$ cat src/design/sumg_pkg.sv
// Package with constants for the sync and descriptor message generator.
package sumg_pkg;
	localparam int unsigned clk_mhz = 100;
	localparam int unsigned ts_width = 32;
	localparam logic [1:0] fc_kind_mac_specific = 2'h3;
	localparam logic [4:0] fc_param_timing = 5'h00;
	localparam logic [7:0] sync_msg_type = 8'h01;
	localparam logic [7:0] sync_msg_version = 8'h01;
	localparam int unsigned sync_len = 8;
	localparam int unsigned mpeg_pkt_len = 188;
	localparam int unsigned mpeg_hdr_len = 4;
	localparam logic [7:0] ucd_type_t12 = 8'h02;
	localparam logic [7:0] ucd_ver_t12 = 8'h01;
	localparam logic [7:0] ucd_type_t3 = 8'h1d;
	localparam logic [7:0] ucd_ver_t3 = 8'h03;
	localparam logic [7:0] ucd_type_t4 = 8'h23;
	localparam logic [7:0] ucd_ver_t4 = 8'h04;
	localparam logic [7:0] ucd_type_t5 = 8'h33;
	localparam logic [7:0] ucd_ver_t5 = 8'h05;
	localparam logic [7:0] burst_tlv4 = 8'h04;
	localparam logic [7:0] burst_tlv5 = 8'h05;
	localparam logic [7:0] burst_tlv23 = 8'h17;
	localparam logic [7:0] chan_tlv_shared29 = 8'h16;
	localparam logic [7:0] chan_tlv_shared35 = 8'h14;
	localparam logic [7:0] shared29_value = 8'h01;
	localparam logic [7:0] tlv_len_one = 8'h01;
	localparam logic [3:0] iuc_request = 4'h1;
	localparam logic [3:0] iuc_init_rng = 4'h3;
	localparam logic [3:0] iuc_short = 4'h5;
	localparam logic [3:0] iuc_long = 4'h6;
	localparam logic [3:0] iuc_adv_short = 4'h9;
	localparam logic [3:0] iuc_adv_long = 4'ha;
	localparam logic [3:0] iuc_adv_ugs = 4'hb;
	localparam logic [2:0] chan_type1 = 3'h1;
	localparam logic [2:0] chan_type2 = 3'h2;
	localparam logic [2:0] chan_type3 = 3'h3;
	localparam logic [2:0] chan_type4 = 3'h4;
	localparam logic [2:0] chan_type5 = 3'h5;
endpackage

$ cat src/design/sumg_ts_counter.sv
// Free-running timestamp counter on the master clock enable.
`timescale 1ns/1ps
module sumg_ts_counter #(
	parameter int unsigned width = 32
)(
	input wire logic clock, // System clock.
	input wire logic sys_rst, // Synchronous reset, active high.
	input wire logic tick, // One master clock edge seen.
	output logic [width-1:0] count // Counter value, registered.
);
	// Counts every master tick and wraps through zero with no gap.
	always_ff @(posedge clock)
	begin
		if (sys_rst)
			count <= '0;
		else if (tick)
			count <= count + 1'b1;
	end
endmodule // sumg_ts_counter

$ cat src/design/sumg_msg_gen.sv
// Sync and upstream descriptor message byte generator.
`timescale 1ns/1ps
module sumg_msg_gen #(
	parameter int unsigned sync_period = 1000, // Cycles between sync messages.
	parameter int unsigned ucd_period = 2000, // Cycles between descriptor rounds.
	parameter int unsigned num_us = 4, // Logical upstream channels.
	parameter int unsigned master_div = 10 // System cycles per master tick approx.
)(
	input wire logic clock, // System clock 100 MHz.
	input wire logic sys_rst, // Synchronous reset, active high.
	input wire logic primary_capable, // Downstream channel may carry sync.
	input wire logic [num_us-1:0] us_available, // Upstream channel in service.
	input wire logic [num_us-1:0] us_maps_here, // Maps of channel go on this downstream.
	input wire logic [num_us*3-1:0] us_chan_type, // Channel type per upstream.
	input wire logic [num_us-1:0] us_shared, // Channel also described by pair.
	input wire logic [7:0] change_count, // Shared change count, as in the map.
	input wire logic [7:0] shared35_value, // Value for the type 35 pair TLV.
	input wire logic [7:0] mpeg_pos, // Byte position in current transport packet.
	input wire logic out_ready, // Physical sublayer takes a byte.
	output logic [7:0] out_data, // Message byte.
	output logic out_valid, // Byte valid.
	output logic out_first, // First byte of a message.
	output logic out_last, // Last byte of a message.
	output logic [1:0] frame_control_kind, // Frame control kind of current message.
	output logic [4:0] frame_control_param, // Frame control parameter of current message.
	output logic [7:0] upstream_chan_ident // Upstream channel of current descriptor.
);
	localparam int unsigned us_bits = (num_us > 1) ? $clog2(num_us) : 1;
	localparam int unsigned ucd_len = 16;
	localparam int unsigned lead_slots = 2; // Open slots that may pass before the first sync byte leaves.

	// -----------------------------------------------------------
	// Types and decoding
	// -----------------------------------------------------------
	typedef enum logic [2:0] {
		st_idle = 3'b001,
		st_sync = 3'b010,
		st_ucd = 3'b100
	} sumg_state_t;

	// Message type and version for a channel type.
	function automatic logic [15:0] type_version(input logic [2:0] ct);
		case (ct)
			sumg_pkg::chan_type5: type_version = {sumg_pkg::ucd_type_t5, sumg_pkg::ucd_ver_t5};
			sumg_pkg::chan_type4: type_version = {sumg_pkg::ucd_type_t4, sumg_pkg::ucd_ver_t4};
			sumg_pkg::chan_type3: type_version = {sumg_pkg::ucd_type_t3, sumg_pkg::ucd_ver_t3};
			default: type_version = {sumg_pkg::ucd_type_t12, sumg_pkg::ucd_ver_t12};
		endcase
	endfunction

	// Burst TLV kind and interval usage code per channel type and slot.
	function automatic logic [11:0] burst_slot(input logic [2:0] ct, input logic [1:0] slot);
		logic [7:0] kind;
		logic [3:0] iuc;
		kind = sumg_pkg::burst_tlv5;
		iuc = sumg_pkg::iuc_request;
		case (ct)
			sumg_pkg::chan_type5:
			begin
				kind = sumg_pkg::burst_tlv23;
				iuc = (slot == 2'h0) ? sumg_pkg::iuc_request : sumg_pkg::iuc_adv_short;
			end
			sumg_pkg::chan_type4:
				iuc = (slot == 2'h0) ? sumg_pkg::iuc_short : (slot == 2'h1) ? sumg_pkg::iuc_long :
					(slot == 2'h2) ? sumg_pkg::iuc_adv_short : sumg_pkg::iuc_adv_long;
			sumg_pkg::chan_type3:
				iuc = (slot == 2'h0) ? sumg_pkg::iuc_init_rng : (slot == 2'h1) ? sumg_pkg::iuc_request :
					sumg_pkg::iuc_adv_short;
			default:
			begin
				kind = (slot == 2'h3 && ct == sumg_pkg::chan_type2) ? sumg_pkg::burst_tlv5 :
					sumg_pkg::burst_tlv4;
				iuc = (slot == 2'h0) ? sumg_pkg::iuc_request : (slot == 2'h1) ? sumg_pkg::iuc_short :
					(slot == 2'h2) ? sumg_pkg::iuc_long : sumg_pkg::iuc_adv_short;
			end
		endcase
		burst_slot = {kind, iuc};
	endfunction

	// -----------------------------------------------------------
	// Timebase and timers
	// -----------------------------------------------------------
	logic [3:0] div_cnt;
	logic tick;
	logic [31:0] ts_count;
	logic [31:0] sync_timer;
	logic [31:0] ucd_timer;
	logic sync_due;
	logic ucd_due;
	sumg_state_t state;
	logic [7:0] byte_idx;
	logic [us_bits-1:0] us_idx;
	logic [31:0] ts_hold;
	logic [2:0] cur_ct;
	logic [11:0] cur_burst;
	logic [15:0] cur_tv;
	logic [7:0] next_data;
	logic fits_packet;
	logic load;
	logic start_sync;
	logic start_ucd;
	logic round_end;

	// Master clock enable derived from the system clock.
	always_ff @(posedge clock)
	begin
		if (sys_rst)
		begin
			div_cnt <= '0;
			tick <= 1'b0;
		end
		else
		begin
			tick <= (div_cnt == 4'(master_div - 1));
			div_cnt <= (div_cnt == 4'(master_div - 1)) ? '0 : div_cnt + 1'b1;
		end
	end

	sumg_ts_counter #(.width(sumg_pkg::ts_width)) u_ts (
		.clock(clock),
		.sys_rst(sys_rst),
		.tick(tick),
		.count(ts_count)
	);

	// Period timers raise sticky due flags that the sender consumes.
	always_ff @(posedge clock)
	begin
		if (sys_rst)
		begin
			sync_timer <= '0;
			ucd_timer <= '0;
			sync_due <= 1'b0;
			ucd_due <= 1'b0;
		end
		else
		begin
			sync_timer <= (sync_timer == sync_period - 1) ? '0 : sync_timer + 1'b1;
			ucd_timer <= (ucd_timer == ucd_period - 1) ? '0 : ucd_timer + 1'b1;
			if (sync_timer == sync_period - 1)
				sync_due <= 1'b1;
			else if (state == st_sync && byte_idx == 8'(sumg_pkg::sync_len - 1) && load)
				sync_due <= 1'b0;
			if (ucd_timer == ucd_period - 1)
				ucd_due <= 1'b1;
			else if (round_end)
				ucd_due <= 1'b0;
		end
	end

	// -----------------------------------------------------------
	// Message sequencing
	// -----------------------------------------------------------
	assign cur_ct = us_chan_type[us_idx*3 +: 3];
	assign cur_tv = type_version(cur_ct);
	assign cur_burst = burst_slot(cur_ct, byte_idx[2:1]);
	// A byte enters the output stage when the sink takes one or the stage is empty; a round ends past the last channel.
	assign load = out_ready || !out_valid;
	assign fits_packet = (32'(mpeg_pos) >= sumg_pkg::mpeg_hdr_len) &&
		(32'(mpeg_pos) + sumg_pkg::sync_len + lead_slots <= sumg_pkg::mpeg_pkt_len);
	assign start_sync = sync_due && primary_capable && fits_packet;
	assign start_ucd = ucd_due && us_available[us_idx] && us_maps_here[us_idx];
	assign round_end = (us_idx == us_bits'(num_us - 1)) &&
		((state == st_ucd && load && byte_idx == 8'(ucd_len - 1)) ||
		(state == st_idle && ucd_due && !start_sync && !start_ucd));

	// State, byte index, channel index and timestamp capture.
	always_ff @(posedge clock)
	begin
		if (sys_rst)
		begin
			state <= st_idle;
			byte_idx <= '0;
			us_idx <= '0;
			ts_hold <= '0;
		end
		else
		begin
			case (state)
				st_idle:
				begin
					byte_idx <= '0;
					if (start_sync)
					begin
						state <= st_sync;
						ts_hold <= ts_count;
					end
					else if (start_ucd)
						state <= st_ucd;
					else if (ucd_due)
						us_idx <= (us_idx == us_bits'(num_us - 1)) ? '0 : us_idx + 1'b1;
				end
				st_sync:
					if (load)
					begin
						byte_idx <= byte_idx + 1'b1;
						if (byte_idx == 8'(sumg_pkg::sync_len - 1))
							state <= st_idle;
					end
				st_ucd:
					if (load)
					begin
						byte_idx <= byte_idx + 1'b1;
						if (byte_idx == 8'(ucd_len - 1))
						begin
							state <= st_idle;
							us_idx <= (us_idx == us_bits'(num_us - 1)) ? '0 : us_idx + 1'b1;
						end
					end
				default:
					state <= st_idle;
			endcase
		end
	end

	// Byte content of the current message.
	always_comb
	begin
		next_data = 8'h00;
		if (state == st_sync)
		begin
			case (byte_idx[2:0])
				3'h0: next_data = sumg_pkg::sync_msg_type;
				3'h1: next_data = sumg_pkg::sync_msg_version;
				3'h4: next_data = ts_hold[31:24];
				3'h5: next_data = ts_hold[23:16];
				3'h6: next_data = ts_hold[15:8];
				3'h7: next_data = ts_hold[7:0];
				default: next_data = 8'h00;
			endcase
		end
		else if (state == st_ucd)
		begin
			case (byte_idx[3:0])
				4'h0: next_data = cur_tv[15:8];
				4'h1: next_data = cur_tv[7:0];
				4'h2: next_data = 8'(us_idx) + 8'h01;
				4'h3: next_data = change_count;
				4'h4: next_data = (cur_ct == sumg_pkg::chan_type4) ? sumg_pkg::chan_tlv_shared35 :
					sumg_pkg::chan_tlv_shared29;
				4'h5: next_data = sumg_pkg::tlv_len_one;
				4'h6: next_data = (cur_ct == sumg_pkg::chan_type4) ? shared35_value : sumg_pkg::shared29_value;
				4'h8, 4'ha, 4'hc, 4'he: next_data = cur_burst[11:4];
				4'h9, 4'hb, 4'hd, 4'hf: next_data = {4'h0, cur_burst[3:0]};
				default: next_data = 8'h00;
			endcase
			if (!us_shared[us_idx] && byte_idx[3:0] >= 4'h4 && byte_idx[3:0] <= 4'h6)
				next_data = 8'h00;
		end
	end

	// Registered output stage.
	always_ff @(posedge clock)
	begin
		if (sys_rst)
		begin
			out_data <= '0;
			out_valid <= 1'b0;
			out_first <= 1'b0;
			out_last <= 1'b0;
			frame_control_kind <= '0;
			frame_control_param <= '0;
			upstream_chan_ident <= '0;
		end
		else if (load)
		begin
			out_data <= next_data;
			out_valid <= (state != st_idle);
			out_first <= (state != st_idle) && byte_idx == 8'h00;
			out_last <= (state == st_sync && byte_idx == 8'(sumg_pkg::sync_len - 1)) ||
				(state == st_ucd && byte_idx == 8'(ucd_len - 1));
			frame_control_kind <= sumg_pkg::fc_kind_mac_specific;
			frame_control_param <= (state == st_sync) ? sumg_pkg::fc_param_timing : 5'h00;
			upstream_chan_ident <= 8'(us_idx) + 8'h01;
		end
	end
endmodule // sumg_msg_gen

$ cat config.mk
export PLATFORM = sky130hd
export DESIGN_NAME = sumg_msg_gen
export DESIGN_NICKNAME = d
export VERILOG_FILES = /design/src/design/sumg_pkg.sv /design/src/design/sumg_ts_counter.sv /design/src/design/sumg_msg_gen.sv
export SDC_FILE = /design/constraint.sdc
export NUM_CORES = 1
export LEC_CHECK = 0
export BUFFER_PORTS_ARGS = -buffer_cell sky130_fd_sc_hd__clkbuf_2
export CORE_MARGIN = 3
export CORE_UTILIZATION = 25
export CTS_CLUSTER_DIAMETER = 100
export CTS_CLUSTER_SIZE = 20
export DETAILED_ROUTE_END_ITERATION = 8
export RECOVER_POWER = 100
export SLEW_MARGIN = 20
export SYNTH_ARGS = -nofsm -noshare
export SYNTH_HDL_FRONTEND = slang
export SYNTH_SLANG_ARGS = --single-unit
$ cat constraint.sdc
create_clock -name clock -period 3.6 [get_ports clock]
set_input_delay 0.72 -clock clock [delete_from_list [all_inputs] [get_ports clock]]
set_output_delay 0.72 -clock clock [all_outputs]
set_load 0.05 [all_outputs]
==> results.txt <==
----------------------------------------------------
[Outcome]
  Run status ... finished with violations
  Violated checks ... capacitance limit, slew limit

[Cells and area]
  Fill cell count ... roughly 3,400
  Most common cell after layout, fill and taps aside ... nor2_1
  Final standard cell area without fillers ... 9240 µm²
  Top library cells by usage in the layout, fill and taps aside ... nor2_1, dfxtp_1, nand2_1
  Multi-input gate area ... roughly 4500 µm²
  Post-layout nets ... 1,057
  Area delta synth->final ... 14.8%
  Final std cells w/o fill ... roughly 1,400
  Proportion of layout cells with a drive suffix above 1 ... about a tenth
  Footprint of the flip-flops and latches ... about 3300 µm²

[Floorplanning]
  # IOs ... 78
  Width of the die ... 185 µm
  Core area ... 31,600 µm²
  Row count ... 65
  Die height ... 185 µm
  Effective utilization at floorplan ... 25.4%
  Area enclosed by the die boundary ... 34,400 µm²

[Routing]
  Routed wire length ... 20,000 µm
  Post-DR vias/cell ... 4.83
  DRC violation count after routing ... 0
  DRC violation total after the first TritonRoute iteration ... approximately 490
  Number of antenna-violating nets in the routed design ... 0
  Initial DRT Pass Iterations ... 6
  Post-detailed-route wirelength per cell ... 14.2 µm
  Count of vias placed by the detailed router ... around 6,800

[Critical path]
  Worst endpoint data arrival time ... 3180 ps
  Crit path capture type ... register
  Peak fanout along the critical path ... 36
  Sort of element at the start of the critical path ... input port
  CP required ... 3920 ps
  Classification of the worst setup path ... in -> reg

[Clocking]
  Clock Tree Root ... clkbuf_16
  CTS tree ... done
  Post-CTS setup repair buffer count ... 0
  Count of H-tree levels built during CTS ... 4
  Clock buffers created by TritonCTS ... 17
  Max clock buf depth ... 2
  Worst-path clk slew ... 70 ps
  Cts-stage hold buffer count ... 0
  Resize count post-CTS ... 0
  Sinks on Clock Net ... around 160
  Insertion delay of the later-clocked pin in the worst-skew pair ... ~430 ps

[Power]
  Power share of the clock group ... 46.1%
  Reg power frac ... 49.8%
  Internal power ... 0.00275 W
  Combinational fraction of design power ... around 4.2%
  P_leak ... 3.57 nW
  Worst vdd rail ir drop ... 0.343 mV
  Net switching fraction of the power ... 24.7%
  Power Density ... roughly 400 nW/µm²
  Total net switching power ... 0.000905 W

[Logic synthesis]
  Synth async-reset ratio ... 0%
  Cell area after technology mapping ... 8050 µm²
  Sequential area share after synthesis ... between 40% and 50%
  Most instantiated flip-flop cell in the synthesis netlist ... dfxtp_1
  Post-synthesis cell count ... 941
  Number of synthesized register bits ... 163
  Number of warnings reported in the yosys synthesis log ... 0
  Post-Syn Area per Cell ... 8.55 µm²
  Distinct cell type count of the synthesized netlist ... 71
  Number of enable-type register cells in the synthesized netlist ... 0

[STA]
  Minimum clock period ... 2860 ps
  Highest attainable clock frequency ... 0.350 GHz
  Final worst clock skew ... 12.9 ps
  Final worst path period share ... about four fifths
  Hold Fails Final Rpt ... 0
  Max-slew violation count ... 37
  Setup slack after layout ... 744 ps
  Total negative slack for setup checks ... 0 ps
  Max-slew headroom ... -8.24%
  Final setup vio count ... 0
  Setup repair after global routing missed its margin ... no
  Actual transition at the worst max-transition pin ... 1620 ps

[GRT]
  Overall fraction of global-route tracks in use ... 11.6%
  Via count of the first global-routing pass ... 6,293
  Final global-route overflow total ... 0
  Largest net degree at the start of global routing ... 41
  Antenna violations before repair ... 1
  Global-route wire length before repair ... 32,200 µm

[Placement]
  Port Buf Inserts ... 67
  Placer's final routability congestion estimate ... 0.882
  Pre-CTS setup slack ... 853 ps
  Post-DP HPWL ... between 10,000 and 15,000 µm
  Number of cells in the design after placement ... 1,371
  Area after detailed placement ... 8730 µm²

[Worst hold path]
  Class of the most critical hold timing path ... reg -> reg

[Run]
  Max-capacitance violation count ... 1

----------------------------------------------------
==> power groups by stage <==
| stage | clock network [W] | logic, W | registers, W |
|---|---|---|---|
| 6_report | 0.00169 | 0.000153 | 0.00182 |
| 4_1_cts | 0.00173 | 0.000156 | 0.00182 |
| 3_3_place_gp | 0 | 0.000153 | 0.00186 |
| 3_5_place_dp | 0 | 0.000155 | 0.00186 |
| 2_1_floorplan | 0 | 0.000106 | 0.00186 |
| 5_1_grt | 0.00180 | 0.000169 | 0.00182 |
==> cell usage after synthesis (3+ instances only) <==
cell,number,share of area (%)
ha_1,17,2.6
nor4_1,19,1.5
a211oi_1,4,0.37
and2_1,3,0.23
o22ai_1,7,0.54
o211ai_1,6,0.56
a21oi_1,29,1.8
nand2b_1,10,0.78
mux2_2,3,0.42
mux4_2,4,1.1
a222oi_1,8,1.0
o21ai_0,14,0.87
buf_4,15,1.4
nor3_1,16,1.0
nand4_1,23,1.8
o221ai_1,4,0.44
nor3b_1,5,0.47
a32oi_1,3,0.33
and3_1,18,1.4
nor2_1,181,8.4
nand2_1,77,3.6
nor2b_1,7,0.54
inv_1,14,0.65
xor2_1,67,7.3
and4_1,10,1.1
or3_1,9,0.70
dfxtp_1,163,41
o21ai_1,4,0.25
a311oi_1,3,0.33
buf_1,4,0.19
or2_2,3,0.23
a22oi_1,5,0.47
clkbuf_1,32,1.5
buf_2,3,0.19
mux2i_1,37,4.6
nand3_1,38,2.4
a31oi_1,6,0.47
xnor2_1,25,2.7
o21a_1,4,0.37
==> state kept, by name, indices dropped and copies added, names as in the netlist, 4 cells and up <==
signal      flops
ts_hold        32
sync_timer     32
ucd_timer      32
byte_idx        8
div_cnt         4
u_ts.count     32
out_data        8
==> metal layers <==
layer	share of wire [%]	wire length, µm	vias to the layer above	global-route usage [%]
met3	6.3	1250	21	3.50
li1	-	-	3393	-
met2	44	8790	180	18.0
met1	49	9700	3186	15.7
met5	0.065	13	-	0
met4	1.1	217	2	2.88
==> kinds of logic after synthesis <==
| logic type | synth area share [%] |
|---|---|
| mux | 6.14 |
| buf+inv | 4.15 |
| compound gates | 10.7 |
| fa+ha+maj | 2.64 |
| flops | 40.6 |
| simple gates | 25.7 |
| xor+xnor | 10.0 |
| other cells | 0.0466 |
==> critical path: stages <==
cell,delay (ps)
clkbuf_1,1140
clkbuf_1,920
nand2b_1,310
nor2_1,80
==> through the flow <==
| stage | total power (W) | hold slack (ps) | utilization [%] |
|---|---|---|---|
| global route | 0.00379 | 466 | 29.2 |
| global placement | 0.00201 | 428 | 27.6 |
| finish | 0.00366 | 445 | 29.2 |
| CTS | 0.00371 | 448 | 29.3 |
| detailed placement | 0.00202 | 436 | 27.6 |
| floorplan | 0.00197 | 418 | - |
==> worst paths after layout <==
kind,endpoint,start,depth (start not counted),slack [ps]
worst max-delay path,byte_idx[7]$_SDFFE_PP0P_,sys_rst,4,740
worst min-delay path,sync_timer[0]$_SDFF_PP0_,sync_timer[0]$_SDFF_PP0_,1,450
worst max register to register,out_data[2]$_SDFFE_PP0N_,us_idx[0]$_SDFFE_PP0P_,6,810
worst min register to register,sync_timer[0]$_SDFF_PP0_,sync_timer[0]$_SDFF_PP0_,1,450
==> area by class of cell <==
cell class                 instances  share of cell area [%]
tap                              402                    5.45
multi-input combinational        717                    48.7
timing repair buffer              75                    4.12
inverter                          14                   0.569
antenna                            1                  0.0271
clock buffer                      19                    4.69
sequential                       163                    35.3
clock inverter                    12                    1.11
No activity file was read; power rests on OpenSTA's default activity.
